$ cat src/rtl/ctrl_xfer_pkg.sv
// constants and types for the control-transfer decode and timing block
// assumes a byte-wide instruction stream from the prefetch queue
package ctrl_xfer_pkg;

  // opcode bytes
  localparam logic [7:0] OP_RET_NEAR = 8'hc3;
  localparam logic [7:0] OP_RET_NEAR_IMM = 8'hc2;
  localparam logic [7:0] OP_RET_FAR = 8'hcb;
  localparam logic [7:0] OP_RET_FAR_IMM = 8'hca;
  localparam logic [3:0] OP_BRANCH_HI = 4'h7;
  localparam logic [7:0] OP_COUNT_ZERO = 8'he3;
  localparam logic [7:0] OP_LOOP = 8'he2;
  localparam logic [7:0] OP_LOOP_Z = 8'he1;
  localparam logic [7:0] OP_LOOP_NZ = 8'he0;
  localparam logic [7:0] OP_ENTER = 8'hc8;
  localparam logic [7:0] OP_LEAVE = 8'hc9;
  localparam logic [7:0] OP_INT_N = 8'hcd;
  localparam logic [7:0] OP_INT3 = 8'hcc;
  localparam logic [7:0] OP_OVF_TRAP = 8'hce;
  localparam logic [7:0] OP_TRAP_EXIT = 8'hcf;
  localparam logic [7:0] OP_BOUND = 8'h62;

  // branch condition codes, low nibble of a short branch opcode
  localparam logic [3:0] COND_OVF_SET = 4'h0;
  localparam logic [3:0] COND_OVF_CLEAR = 4'h1;
  localparam logic [3:0] COND_BELOW = 4'h2;
  localparam logic [3:0] COND_NOT_BELOW = 4'h3;
  localparam logic [3:0] COND_EQUAL = 4'h4;
  localparam logic [3:0] COND_NOT_EQUAL = 4'h5;
  localparam logic [3:0] COND_BELOW_EQUAL = 4'h6;
  localparam logic [3:0] COND_ABOVE = 4'h7;
  localparam logic [3:0] COND_NEGATIVE = 4'h8;
  localparam logic [3:0] COND_POSITIVE = 4'h9;
  localparam logic [3:0] COND_PARITY_EVEN = 4'ha;
  localparam logic [3:0] COND_PARITY_ODD = 4'hb;
  localparam logic [3:0] COND_LESS = 4'hc;
  localparam logic [3:0] COND_NOT_LESS = 4'hd;
  localparam logic [3:0] COND_LESS_EQUAL = 4'he;
  localparam logic [3:0] COND_GREATER = 4'hf;

  // clock costs, wide bus (_w) and narrow bus (_n)
  localparam logic [15:0] CYC_RET_NEAR_W = 16'd16;
  localparam logic [15:0] CYC_RET_NEAR_N = 16'd20;
  localparam logic [15:0] CYC_RET_NEAR_IMM_W = 16'd18;
  localparam logic [15:0] CYC_RET_NEAR_IMM_N = 16'd22;
  localparam logic [15:0] CYC_RET_FAR_W = 16'd22;
  localparam logic [15:0] CYC_RET_FAR_N = 16'd30;
  localparam logic [15:0] CYC_RET_FAR_IMM_W = 16'd25;
  localparam logic [15:0] CYC_RET_FAR_IMM_N = 16'd33;
  localparam logic [15:0] CYC_BRANCH_NT = 16'd4;
  localparam logic [15:0] CYC_BRANCH_T = 16'd13;
  localparam logic [15:0] CYC_COUNT_ZERO_NT = 16'd5;
  localparam logic [15:0] CYC_COUNT_ZERO_T = 16'd15;
  localparam logic [15:0] CYC_LOOP_NT = 16'd6;
  localparam logic [15:0] CYC_LOOP_T = 16'd16;
  localparam logic [15:0] CYC_ENTER_L0_W = 16'd15;
  localparam logic [15:0] CYC_ENTER_L0_N = 16'd19;
  localparam logic [15:0] CYC_ENTER_L1_W = 16'd25;
  localparam logic [15:0] CYC_ENTER_L1_N = 16'd29;
  localparam logic [15:0] CYC_ENTER_LN_W = 16'd22;
  localparam logic [15:0] CYC_ENTER_LN_N = 16'd26;
  localparam logic [15:0] CYC_ENTER_STEP_W = 16'd16;
  localparam logic [15:0] CYC_ENTER_STEP_N = 16'd20;
  localparam logic [15:0] CYC_LEAVE = 16'd8;
  localparam logic [15:0] CYC_INT_N = 16'd47;
  localparam logic [15:0] CYC_INT3 = 16'd45;
  localparam logic [15:0] CYC_OVF_TRAP_T = 16'd48;
  localparam logic [15:0] CYC_OVF_TRAP_NT = 16'd4;
  localparam logic [15:0] CYC_TRAP_EXIT = 16'd28;
  localparam logic [15:0] CYC_BOUND_IN = 16'd33;
  localparam logic [15:0] CYC_BOUND_OUT = 16'd35;
  localparam logic [15:0] CYC_WORD_EXTRA = 16'd4;

  // fixed values
  localparam logic [7:0] TRAP_TYPE_INT3 = 8'h03;
  localparam logic [15:0] SHORT_LEN = 16'h0002;

  typedef enum logic [3:0] {
    ST_IDLE = 4'b0001,
    ST_OPER = 4'b0010,
    ST_CALC = 4'b0100,
    ST_EXEC = 4'b1000
  } state_t;

  typedef enum logic [4:0] {
    K_NONE, K_RET_NEAR, K_RET_NEAR_IMM, K_RET_FAR, K_RET_FAR_IMM,
    K_BRANCH, K_COUNT_ZERO, K_LOOP, K_LOOP_Z, K_LOOP_NZ,
    K_ENTER, K_LEAVE, K_INT_N, K_INT3, K_OVF_TRAP, K_TRAP_EXIT, K_BOUND
  } kind_t;

endpackage

$ cat src/rtl/branch_condition_eval.sv
// flag test for the sixteen short conditional branches
// assumes flags are stable in the cycle they are sampled
`timescale 1ns/1ps
module branch_condition_eval
  import ctrl_xfer_pkg::*;
(
  input logic [3:0] cond,
  input logic flag_zero,
  input logic flag_carry,
  input logic flag_sign,
  input logic flag_ovf,
  input logic flag_parity,
  output logic met
);

  // signed relations, plus unsigned below-or-equal
  wire less = flag_sign ^ flag_ovf;
  wire less_eq = less | flag_zero;
  wire below_eq = flag_carry | flag_zero;

  // condition select
  assign met =
    (cond == COND_EQUAL) ? flag_zero : // RULE5
    (cond == COND_NOT_EQUAL) ? !flag_zero : // RULE5
    (cond == COND_LESS) ? less : // RULE6
    (cond == COND_NOT_LESS) ? !less : // RULE6
    (cond == COND_LESS_EQUAL) ? less_eq : // RULE6
    (cond == COND_GREATER) ? !less_eq : // RULE6
    (cond == COND_BELOW) ? flag_carry : // RULE7
    (cond == COND_NOT_BELOW) ? !flag_carry : // RULE7
    (cond == COND_BELOW_EQUAL) ? below_eq : // RULE7
    (cond == COND_ABOVE) ? !below_eq : // RULE7
    (cond == COND_PARITY_EVEN) ? flag_parity : // RULE8
    (cond == COND_PARITY_ODD) ? !flag_parity : // RULE8
    (cond == COND_OVF_SET) ? flag_ovf : // RULE8
    (cond == COND_OVF_CLEAR) ? !flag_ovf : // RULE8
    (cond == COND_NEGATIVE) ? flag_sign : // RULE8
    !flag_sign; // RULE8

endmodule // branch_condition_eval

$ cat src/rtl/control_transfer_decode_timing.sv
// decode and execution timing of control-transfer instructions
// assumes bytes from the prefetch queue with valid/ready on clk_sys
// Contract
// RULE1: c3 is near exit, 16 clocks wide bus, 20 narrow.
// RULE2: c2 plus two immediate bytes, near exit adding immediate, 18 or 22.
// RULE3: cb far exit 22/30; ca with immediate far exit 25/33.
// RULE4: short branches take one displacement byte, cost 4 not taken, 13 taken.
// RULE5: 74 branches on zero set, 75 on zero clear.
// RULE6: 7c less, 7d not less, 7e less or equal, 7f greater.
// RULE7: 72 below, 73 not below, 76 below or equal, 77 above.
// RULE8: 7a/7b parity even/odd, 70/71 overflow set/clear, 78/79 sign set/clear.
// RULE9: e3 branches on count zero, 5 not taken, 15 taken.
// RULE10: e2 decrements count, branches while nonzero, 6 or 16 clocks.
// RULE11: e1 also needs zero set, e0 zero clear, same 6/16 cost.
// RULE12: c8 with size and level; 15/19, 25/29, then 22+16(n-1) or 26+20(n-1).
// RULE13: c9 releases the frame in 8 clocks.
// RULE14: cd typed trap 47, cc type-3 trap 45, ce overflow trap 48/4.
// RULE15: cf returns from a trap handler in 28 clocks.
// RULE16: 62 with mod-reg-r/m byte checks bounds, 33 to 35 clocks.
// RULE17: byte-timed costs gain 4 clocks per memory transfer on word operations.
// RULE18: short target is next instruction address plus sign-extended displacement.
// RULE19: loops decrement count before testing it, flags untouched.
`timescale 1ns/1ps
module control_transfer_decode_timing
  import ctrl_xfer_pkg::*;
#(
  parameter logic [7:0] OVF_TRAP_TYPE = 8'h04,
  parameter logic [7:0] BOUND_TRAP_TYPE = 8'h05
)
(
  input logic clk_sys,
  input logic rstn,
  input logic byte_valid,
  input logic [7:0] byte_data,
  input logic [15:0] byte_ip,
  output logic byte_ready,
  input logic narrow_bus,
  input logic word_op,
  input logic [3:0] mem_xfer_count,
  input logic flag_zero,
  input logic flag_carry,
  input logic flag_sign,
  input logic flag_ovf,
  input logic flag_parity,
  input logic [15:0] count_register,
  input logic [15:0] bound_index,
  input logic [15:0] bound_lower,
  input logic [15:0] bound_upper,
  output logic busy,
  output logic done,
  output logic foreign_opcode,
  output ctrl_xfer_pkg::kind_t kind,
  output logic taken,
  output logic [15:0] target,
  output logic sp_adjust_en,
  output logic [15:0] sp_adjust,
  output logic count_wr_en,
  output logic [15:0] count_wr_value,
  output logic trap_req,
  output logic [7:0] trap_type,
  output logic [15:0] frame_size,
  output logic [7:0] frame_level,
  output logic [15:0] cycles
);

  import ctrl_xfer_pkg::*;

  state_t state_reg, state_next;
  kind_t kind_reg;
  kind_t kind_dec;
  logic [3:0] cond_reg;
  logic [15:0] ip_reg;
  logic [7:0] opnd_reg [0:2];
  logic [1:0] idx_reg;
  logic [1:0] need_reg;
  logic [1:0] need_dec;
  logic [15:0] cnt_reg;
  logic ready_reg;
  logic busy_reg;
  logic done_reg;
  logic foreign_reg;
  kind_t kind_out_reg;
  logic taken_reg;
  logic [15:0] target_reg;
  logic sp_en_reg;
  logic [15:0] sp_reg;
  logic cnt_en_reg;
  logic [15:0] cnt_val_reg;
  logic trap_reg;
  logic [7:0] trap_type_reg;
  logic [15:0] frame_size_reg;
  logic [7:0] frame_level_reg;
  logic [15:0] cycles_reg;
  logic cond_met;

  // byte handshake
  wire take = byte_valid && ready_reg;
  wire in_idle = state_reg == ST_IDLE;
  wire in_calc = state_reg == ST_CALC;
  wire last_opnd = idx_reg == need_reg - 2'h1;

  // opcode decode
  assign kind_dec =
    (byte_data == OP_RET_NEAR) ? K_RET_NEAR : // RULE1
    (byte_data == OP_RET_NEAR_IMM) ? K_RET_NEAR_IMM : // RULE2
    (byte_data == OP_RET_FAR) ? K_RET_FAR : // RULE3
    (byte_data == OP_RET_FAR_IMM) ? K_RET_FAR_IMM : // RULE3
    (byte_data[7:4] == OP_BRANCH_HI) ? K_BRANCH : // RULE4
    (byte_data == OP_COUNT_ZERO) ? K_COUNT_ZERO : // RULE9
    (byte_data == OP_LOOP) ? K_LOOP : // RULE10
    (byte_data == OP_LOOP_Z) ? K_LOOP_Z : // RULE11
    (byte_data == OP_LOOP_NZ) ? K_LOOP_NZ : // RULE11
    (byte_data == OP_ENTER) ? K_ENTER : // RULE12
    (byte_data == OP_LEAVE) ? K_LEAVE : // RULE13
    (byte_data == OP_INT_N) ? K_INT_N : // RULE14
    (byte_data == OP_INT3) ? K_INT3 : // RULE14
    (byte_data == OP_OVF_TRAP) ? K_OVF_TRAP : // RULE14
    (byte_data == OP_TRAP_EXIT) ? K_TRAP_EXIT : // RULE15
    (byte_data == OP_BOUND) ? K_BOUND : // RULE16
    K_NONE;

  // operand bytes that follow each opcode
  assign need_dec =
    (kind_dec == K_RET_NEAR_IMM || kind_dec == K_RET_FAR_IMM) ? 2'h2 : // RULE2 RULE3
    (kind_dec == K_ENTER) ? 2'h3 : // RULE12
    (kind_dec == K_BRANCH || kind_dec == K_COUNT_ZERO) ? 2'h1 : // RULE4 RULE9
    (kind_dec == K_LOOP || kind_dec == K_LOOP_Z) ? 2'h1 : // RULE10 RULE11
    (kind_dec == K_LOOP_NZ || kind_dec == K_INT_N) ? 2'h1 : // RULE11 RULE14
    (kind_dec == K_BOUND) ? 2'h1 : // RULE16
    2'h0;

  // state sequencing
  always_comb
  begin
    state_next = state_reg;
    case (state_reg)
      ST_IDLE:
      begin
        if (take && kind_dec != K_NONE)
          state_next = (need_dec == 2'h0) ? ST_CALC : ST_OPER;
      end
      ST_OPER:
      begin
        if (take && last_opnd)
          state_next = ST_CALC;
      end
      ST_CALC:
        state_next = ST_EXEC;
      ST_EXEC:
      begin
        if (cnt_reg == 16'h0001)
          state_next = ST_IDLE;
      end
      default:
        state_next = ST_IDLE;
    endcase
  end

  // condition of the short branch
  branch_condition_eval u_cond (
    .cond(cond_reg),
    .flag_zero(flag_zero),
    .flag_carry(flag_carry),
    .flag_sign(flag_sign),
    .flag_ovf(flag_ovf),
    .flag_parity(flag_parity),
    .met(cond_met)
  );

  // operand views
  wire [15:0] imm16 = {opnd_reg[1], opnd_reg[0]};
  wire [7:0] level = opnd_reg[2];
  wire [15:0] level_m1 = {8'h00, level} - 16'h0001;
  wire [15:0] disp_sx = {{8{opnd_reg[0][7]}}, opnd_reg[0]};

  // short branch target from the following instruction address
  wire [15:0] target_calc = ip_reg + SHORT_LEN + disp_sx; // RULE18

  // count decremented ahead of the loop test, flags not written
  wire [15:0] count_dec = count_register - 16'h0001; // RULE19
  wire loop_go = count_dec != 16'h0000; // RULE19
  wire is_loop = kind_reg == K_LOOP || kind_reg == K_LOOP_Z || kind_reg == K_LOOP_NZ;

  // bounds test, signed
  wire bound_out = ($signed(bound_index) < $signed(bound_lower)) ||
    ($signed(bound_index) > $signed(bound_upper)); // RULE16

  // branch or trap outcome
  wire taken_calc =
    (kind_reg == K_BRANCH) ? cond_met : // RULE5 RULE6 RULE7 RULE8
    (kind_reg == K_COUNT_ZERO) ? (count_register == 16'h0000) : // RULE9
    (kind_reg == K_LOOP) ? loop_go : // RULE10
    (kind_reg == K_LOOP_Z) ? (loop_go && flag_zero) : // RULE11
    (kind_reg == K_LOOP_NZ) ? (loop_go && !flag_zero) : // RULE11
    (kind_reg == K_OVF_TRAP) ? flag_ovf : // RULE14
    (kind_reg == K_BOUND) ? bound_out : // RULE16
    (kind_reg == K_INT_N || kind_reg == K_INT3);

  wire trap_calc = kind_reg == K_INT_N || kind_reg == K_INT3 ||
    ((kind_reg == K_OVF_TRAP || kind_reg == K_BOUND) && taken_calc);

  wire [7:0] trap_type_calc =
    (kind_reg == K_INT_N) ? opnd_reg[0] : // RULE14
    (kind_reg == K_INT3) ? TRAP_TYPE_INT3 : // RULE14
    (kind_reg == K_OVF_TRAP) ? OVF_TRAP_TYPE : // RULE14
    BOUND_TRAP_TYPE;

  // frame entry cost by nesting level
  wire [15:0] enter_many = narrow_bus ?
    16'(CYC_ENTER_LN_N + CYC_ENTER_STEP_N * level_m1) :
    16'(CYC_ENTER_LN_W + CYC_ENTER_STEP_W * level_m1); // RULE12
  wire [15:0] enter_cost =
    (level == 8'h00) ? (narrow_bus ? CYC_ENTER_L0_N : CYC_ENTER_L0_W) : // RULE12
    (level == 8'h01) ? (narrow_bus ? CYC_ENTER_L1_N : CYC_ENTER_L1_W) : // RULE12
    enter_many; // RULE12

  // word operations pay per memory transfer on byte-timed costs
  wire [15:0] word_extra = word_op ?
    16'(CYC_WORD_EXTRA * {12'h000, mem_xfer_count}) : 16'h0000; // RULE17
  wire [15:0] bound_cost = (bound_out ? CYC_BOUND_OUT : CYC_BOUND_IN) + word_extra; // RULE16 RULE17

  // cost selection
  wire [15:0] cost_calc =
    (kind_reg == K_RET_NEAR) ? (narrow_bus ? CYC_RET_NEAR_N : CYC_RET_NEAR_W) : // RULE1
    (kind_reg == K_RET_NEAR_IMM) ? (narrow_bus ? CYC_RET_NEAR_IMM_N : CYC_RET_NEAR_IMM_W) : // RULE2
    (kind_reg == K_RET_FAR) ? (narrow_bus ? CYC_RET_FAR_N : CYC_RET_FAR_W) : // RULE3
    (kind_reg == K_RET_FAR_IMM) ? (narrow_bus ? CYC_RET_FAR_IMM_N : CYC_RET_FAR_IMM_W) : // RULE3
    (kind_reg == K_BRANCH) ? (taken_calc ? CYC_BRANCH_T : CYC_BRANCH_NT) : // RULE4
    (kind_reg == K_COUNT_ZERO) ? (taken_calc ? CYC_COUNT_ZERO_T : CYC_COUNT_ZERO_NT) : // RULE9
    is_loop ? (taken_calc ? CYC_LOOP_T : CYC_LOOP_NT) : // RULE10 RULE11
    (kind_reg == K_ENTER) ? enter_cost : // RULE12
    (kind_reg == K_LEAVE) ? CYC_LEAVE : // RULE13
    (kind_reg == K_INT_N) ? CYC_INT_N : // RULE14
    (kind_reg == K_INT3) ? CYC_INT3 : // RULE14
    (kind_reg == K_OVF_TRAP) ? (taken_calc ? CYC_OVF_TRAP_T : CYC_OVF_TRAP_NT) : // RULE14
    (kind_reg == K_TRAP_EXIT) ? CYC_TRAP_EXIT : // RULE15
    bound_cost; // RULE16

  wire is_short = kind_reg == K_BRANCH || kind_reg == K_COUNT_ZERO || is_loop;
  wire sp_calc = kind_reg == K_RET_NEAR_IMM || kind_reg == K_RET_FAR_IMM; // RULE2 RULE3

  // state, handshake and status flops
  always_ff @(posedge clk_sys or negedge rstn)
  begin
    if (!rstn)
    begin
      state_reg <= ST_IDLE;
      ready_reg <= 1'b0;
      busy_reg <= 1'b0;
      done_reg <= 1'b0;
      foreign_reg <= 1'b0;
    end
    else
    begin
      state_reg <= state_next;
      ready_reg <= state_next == ST_IDLE || state_next == ST_OPER;
      busy_reg <= state_next != ST_IDLE;
      done_reg <= state_reg == ST_EXEC && cnt_reg == 16'h0001;
      foreign_reg <= in_idle && take && kind_dec == K_NONE;
    end
  end

  // opcode capture
  always_ff @(posedge clk_sys or negedge rstn)
  begin
    if (!rstn)
    begin
      kind_reg <= K_NONE;
      cond_reg <= 4'h0;
      ip_reg <= 16'h0000;
      need_reg <= 2'h0;
    end
    else if (in_idle && take && kind_dec != K_NONE)
    begin
      kind_reg <= kind_dec;
      cond_reg <= byte_data[3:0];
      ip_reg <= byte_ip;
      need_reg <= need_dec;
    end
  end

  // operand bytes, low byte first
  always_ff @(posedge clk_sys or negedge rstn)
  begin
    if (!rstn)
    begin
      idx_reg <= 2'h0;
      opnd_reg[0] <= 8'h00;
      opnd_reg[1] <= 8'h00;
      opnd_reg[2] <= 8'h00;
    end
    else if (in_idle)
      idx_reg <= 2'h0;
    else if (state_reg == ST_OPER && take)
    begin
      opnd_reg[idx_reg] <= byte_data;
      idx_reg <= idx_reg + 2'h1;
    end
  end

  // execution clock count
  always_ff @(posedge clk_sys or negedge rstn)
  begin
    if (!rstn)
      cnt_reg <= 16'h0000;
    else if (in_calc)
      cnt_reg <= cost_calc - 16'h0001;
    else if (state_reg == ST_EXEC)
      cnt_reg <= cnt_reg - 16'h0001;
  end

  // results latched when operands are complete
  always_ff @(posedge clk_sys or negedge rstn)
  begin
    if (!rstn)
    begin
      kind_out_reg <= K_NONE;
      taken_reg <= 1'b0;
      target_reg <= 16'h0000;
      trap_reg <= 1'b0;
      trap_type_reg <= 8'h00;
      cycles_reg <= 16'h0000;
    end
    else if (in_calc)
    begin
      kind_out_reg <= kind_reg;
      taken_reg <= taken_calc;
      target_reg <= is_short ? target_calc : 16'h0000; // RULE18
      trap_reg <= trap_calc;
      trap_type_reg <= trap_calc ? trap_type_calc : 8'h00;
      cycles_reg <= cost_calc;
    end
  end

  // stack, count and frame write-back values
  always_ff @(posedge clk_sys or negedge rstn)
  begin
    if (!rstn)
    begin
      sp_en_reg <= 1'b0;
      sp_reg <= 16'h0000;
      cnt_en_reg <= 1'b0;
      cnt_val_reg <= 16'h0000;
      frame_size_reg <= 16'h0000;
      frame_level_reg <= 8'h00;
    end
    else if (in_calc)
    begin
      sp_en_reg <= sp_calc;
      sp_reg <= sp_calc ? imm16 : 16'h0000; // RULE2 RULE3
      cnt_en_reg <= is_loop; // RULE19
      cnt_val_reg <= is_loop ? count_dec : 16'h0000; // RULE10 RULE19
      frame_size_reg <= (kind_reg == K_ENTER) ? imm16 : 16'h0000; // RULE12
      frame_level_reg <= (kind_reg == K_ENTER) ? level : 8'h00; // RULE12
    end
  end

  // outputs straight from flops
  assign byte_ready = ready_reg;
  assign busy = busy_reg;
  assign done = done_reg;
  assign foreign_opcode = foreign_reg;
  assign kind = kind_out_reg;
  assign taken = taken_reg;
  assign target = target_reg;
  assign sp_adjust_en = sp_en_reg;
  assign sp_adjust = sp_reg;
  assign count_wr_en = cnt_en_reg;
  assign count_wr_value = cnt_val_reg;
  assign trap_req = trap_reg;
  assign trap_type = trap_type_reg;
  assign frame_size = frame_size_reg;
  assign frame_level = frame_level_reg;
  assign cycles = cycles_reg;

endmodule // control_transfer_decode_timing

$ cat config.mk
export PLATFORM = sky130hd
export DESIGN_NAME = control_transfer_decode_timing
export DESIGN_NICKNAME = d
export VERILOG_FILES = /design/src/rtl/ctrl_xfer_pkg.sv /design/src/rtl/branch_condition_eval.sv /design/src/rtl/control_transfer_decode_timing.sv
export SDC_FILE = /design/constraint.sdc
export NUM_CORES = 1
export LEC_CHECK = 0
export BUFFER_PORTS_ARGS = -buffer_cell sky130_fd_sc_hd__clkbuf_2
export CORE_UTILIZATION = 51
export CTS_BUF_LIST = sky130_fd_sc_hd__clkbuf_2
export CTS_CLUSTER_SIZE = 40
export DETAILED_ROUTE_END_ITERATION = 7
export PLACE_DENSITY = 0.81
export RECOVER_POWER = 50
export SLEW_MARGIN = 20
export SYNTH_ARGS = -nofsm -noshare
export SYNTH_HDL_FRONTEND = slang
export SYNTH_SLANG_ARGS = --single-unit
$ cat constraint.sdc
create_clock -name clk_sys -period 4.8 [get_ports clk_sys]
set_input_delay 0.96 -clock clk_sys [delete_from_list [all_inputs] [get_ports clk_sys]]
set_output_delay 0.96 -clock clk_sys [all_outputs]
set_load 0.02 [all_outputs]
==> flow_metrics.py <==
metrics = {
    "floorplan": {
        "core_area_um2": 22570,
        "die_area_um2": 23620,
        "io_pins": 211,
        "die_h_um": 153.7,
        "rows": 55,
        "initial_core_util": 0.5198,
        "die_w_um": 153.7,
    },
    "global_route": {
        "track_usage": 0.2710,
        "grt_max_degree": 75,
        "gr-total-overflow": 0,
        "grt_first_pass_wirelength_um": 51320,
        "antenna_found_initial": 1,
        "grt_pass1_vias": 10110,
    },
    "cells_and_area": {
        "mostFrequentLayoutCells": "clkbuf_2, dfrtp_1, nand2_1",
        "syn2layout_area_growth_pct": 14.29,
        "final_common_cell": "clkbuf_2",
        "fin_nets": 1675,
        "final_layout_size_suffix_gt1_frac": 0.2298,
        "final_util": 0.5941,
        "fillers": 1922,
    },
    "critical_path": {
        "crit_end": "cnt_reg[12]$_DFFE_PN0P_",
        "cp_cell_sequence": "inv_1 -> ha_1 -> buf_4 -> xor2_1 -> ha_1 -> fa_1 -> a211oi_2 -> o21ai_0 -> o211a_1 -> or2_2 -> nor3_1 -> xnor2_1 -> a211o_2 -> a21o_1 -> a31oi_1",
        "r2r_end": "cnt_reg[12]$_DFFE_PN0P_",
        "critical_path_required_ps": 5520,
        "crit_path_end_kind": "register",
        "worst-setup-path-type": "reg2reg",
        "r2r-start": "level[1]$_DFFE_PN0P_",
        "critPathLaunch": "level[1]$_DFFE_PN0P_",
        "worst_path_most_repeated_cell": "ha_1",
        "worstPathArrival_ps": 5230,
        "cpPeakStageDelay_ps": 510,
        "setup.worst_path.start_class": "register",
        "crit_slowest_cell": "dfrtp_1",
        "r2r_setup_slack_ps": 290,
        "worstPathMaxFanout": 7,
        "worst-r2r-cell-count": 15,
    },
    "route": {
        "drt_first_pass_iters": 5,
        "routed_wl_um": 31570,
        "wl_per_cell_um": 17.70,
        "vias": 10555,
        "avgViaCountPerCell": 5.916,
        "drtIter0Drc": 1050,
        "ant_nets": 0,
        "drc_errors": 0,
    },
    "timing": {
        "tightestPinTransition_ps": 3889,
        "fin_crit_sh": 0.9391,
        "fin_crit_ps": 4508,
        "final-hold-violation-count": 0,
        "rsz0062_at_grt": "no",
        "setup_viol": 0,
        "fmax_mhz": 221.8,
        "tns_ps": 0,
        "skew_ps": 65.37,
        "drv_slew": 139,
        "max-slew-margin-rel": -1.593,
    },
    "clocking": {
        "cts_buffers": 17,
        "cts_buffer_depth": 2,
        "clk_pin_slew_ps": 360,
        "cts_setup_buffers": 0,
        "cts_sinks": 182,
        "cts_root_buf": "clkbuf_2",
        "tritoncts": "built",
        "clock_latency_ps": 840,
        "htree_levels": 4,
    },
    "pwr": {
        "p_seq_frac": 0.455,
        "leakagePower_nw": 6.681,
        "peakVddDrop_mv": 0.2228,
        "combPwrFrac": 0.348,
        "p_sw_mw": 1.829,
        "p_sw_frac": 0.4038,
        "cell_internal_pwr_mw": 2.701,
        "power_frac_clock": 0.197,
        "powerDensity_nw_per_um2": 337.9,
    },
    "yosys": {
        "async_reset_ff_frac": 1.000,
        "syn-num-nets": 1475,
        "yosysSeqAreaShare": 0.3882,
        "synth.ff_latch_count": 182,
        "ys.flop_type": "dfrtp_1",
        "synth_edf_count": 0,
        "synth.distinct_cells": 89,
        "ys_warn_count": 0,
        "netlist_area_um2": 11730,
        "syn_area_per_cell_um2": 9.138,
        "syn_inst": 1284,
    },
    "run_status": {
        "violations": "max-capacitance violations, max-slew violations",
        "outcome": "complete, but fails checks",
    },
    "placement": {
        "gp_congestion": 0.9766,
        "dpl.hpwl_um": 24050,
        "port_buffers": 210,
    },
    "hold_path": {
        "min-delay-path-class": "in2reg",
    },
    "run": {
        "cap_violations": 2,
    },
}
[cells in the mapped netlist (4+ instances only)]
cell type / n / share of area
or4_1: 4 / 0.0026
a21oi_1: 46 / 0.020
nor4b_1: 8 / 0.0060
o21bai_1: 7 / 0.0045
nor2_1: 76 / 0.024
o21ai_0: 88 / 0.038
o22ai_1: 5 / 0.0027
dfrtp_1: 181 / 0.39
and3_1: 10 / 0.0053
clkbuf_8: 4 / 0.0047
or2_2: 6 / 0.0032
o211ai_1: 5 / 0.0032
nor3b_1: 9 / 0.0058
a31oi_1: 15 / 0.0080
a21o_1: 18 / 0.012
a211oi_1: 17 / 0.011
nor3_1: 26 / 0.011
nor4_1: 14 / 0.0075
nand2b_1: 16 / 0.0085
nand3_1: 45 / 0.019
or3b_2: 4 / 0.0030
buf_1: 4 / 0.0013
xnor2_1: 46 / 0.034
o31ai_1: 17 / 0.011
ha_1: 87 / 0.093
a211o_1: 4 / 0.0030
inv_1: 65 / 0.021
nand4_1: 11 / 0.0059
clkbuf_1: 46 / 0.015
xor2_1: 25 / 0.019
nor2b_1: 18 / 0.0096
a22o_1: 35 / 0.026
mux2_2: 41 / 0.039
and2_1: 6 / 0.0032
o21a_1: 10 / 0.0064
nand3b_1: 8 / 0.0051
or3_1: 7 / 0.0037
nand2_1: 174 / 0.056
[repair_timing]
action | 4_1_cts | 5_1_grt
gates resized for setup | 0 | 4
endpoints found under the setup margin | 0 | 5
hold buffers | 0 | 0
[per-stage QoR]
step,setup WS (ps),cell area (µm²),power (mW),hold WS (ps),cells
2_1_floorplan,577.2,11730,3.135,464.5,1284
3_3_place_gp,313.5,13100,3.595,452.1,1750
3_5_place_dp,153.5,13100,3.655,456.0,1750
4_1_cts,174.9,13410,4.549,61.18,1782
5_1_grt,55.50,13410,4.833,244.3,1784
6_report,292.4,13410,4.531,306.4,1784
[worst min-delay path by stage]
stage | end | cells after the start | from
detailed placement | frame_size[13]$_DFFE_PN0P_ | 2 | frame_size[13]$_DFFE_PN0P_
finish | ip_reg[11]$_DFFE_PN0P_ | 2 | byte_ip[11]
CTS | ip_reg[8]$_DFFE_PN0P_ | 1 | rstn
floorplan | need_reg[0]$_DFFE_PN0P_ | 2 | need_reg[0]$_DFFE_PN0P_
global route | ip_reg[12]$_DFFE_PN0P_ | 2 | byte_ip[12]
global placement | frame_size[13]$_DFFE_PN0P_ | 2 | frame_size[13]$_DFFE_PN0P_
[logic make-up (layout without fill, tap and decap cells)]
logic type | count (synthesis) | in the layout | synth area share
and+or+nand+nor | 457 | 457 | 0.1917
buffers and inverters | 126 | 339 | 0.04638
DFF | 182 | 182 | 0.3882
adders and majority gates | 89 | 89 | 0.09618
xor gates and xnor gates | 71 | 71 | 0.05300
muxes | 43 | 43 | 0.04105
other | 0 | 2 | 0
AOI/OAI and AO/OA | 316 | 316 | 0.1834
[critical path, delay by kind of cell (launching register included)]
family	cells	cell delay, ps
flip-flops	1	510
XOR/XNOR	2	470
buffers and inverters	2	370
AND/OR/NAND/NOR	2	630
AO/OA/AOI/OAI	6	1270
adder cells (fa/ha/maj)	3	1170
[area by class of cell]
cell class / count / area [µm²] / share of cell area
timing repair buffer: 241 / 1265 / 0.09433
sequential: 182 / 4556 / 0.3397
clock buffer: 17 / 85.08 / 0.006344
multi-input combinational: 976 / 6670 / 0.4974
tap: 285 / 356.6 / 0.02659
antenna: 2 / 5.005 / 0.0003732
clock inverter: 15 / 225.2 / 0.01679
inverter: 66 / 247.7 / 0.01847
[power by group through the flow]
stage          registers, mW  logic [mW]  clock network [mW]
6_report                2.06        1.58               0.893
5_1_grt                 2.11        1.75               0.974
4_1_cts                 2.06        1.58               0.913
3_5_place_dp            2.09        1.56                   0
3_3_place_gp            2.07        1.52                   0
2_1_floorplan           2.16       0.971                   0
[routing by layer]
layer,track usage,up-vias,part of all wire
li1,-,5020,-
met1,0.3516,4975,0.42
met2,0.4517,490,0.47
met3,0.05186,70,0.085
met4,0.09619,0,0.028
met5,0,-,0
Power figures use the tool's default switching activity.
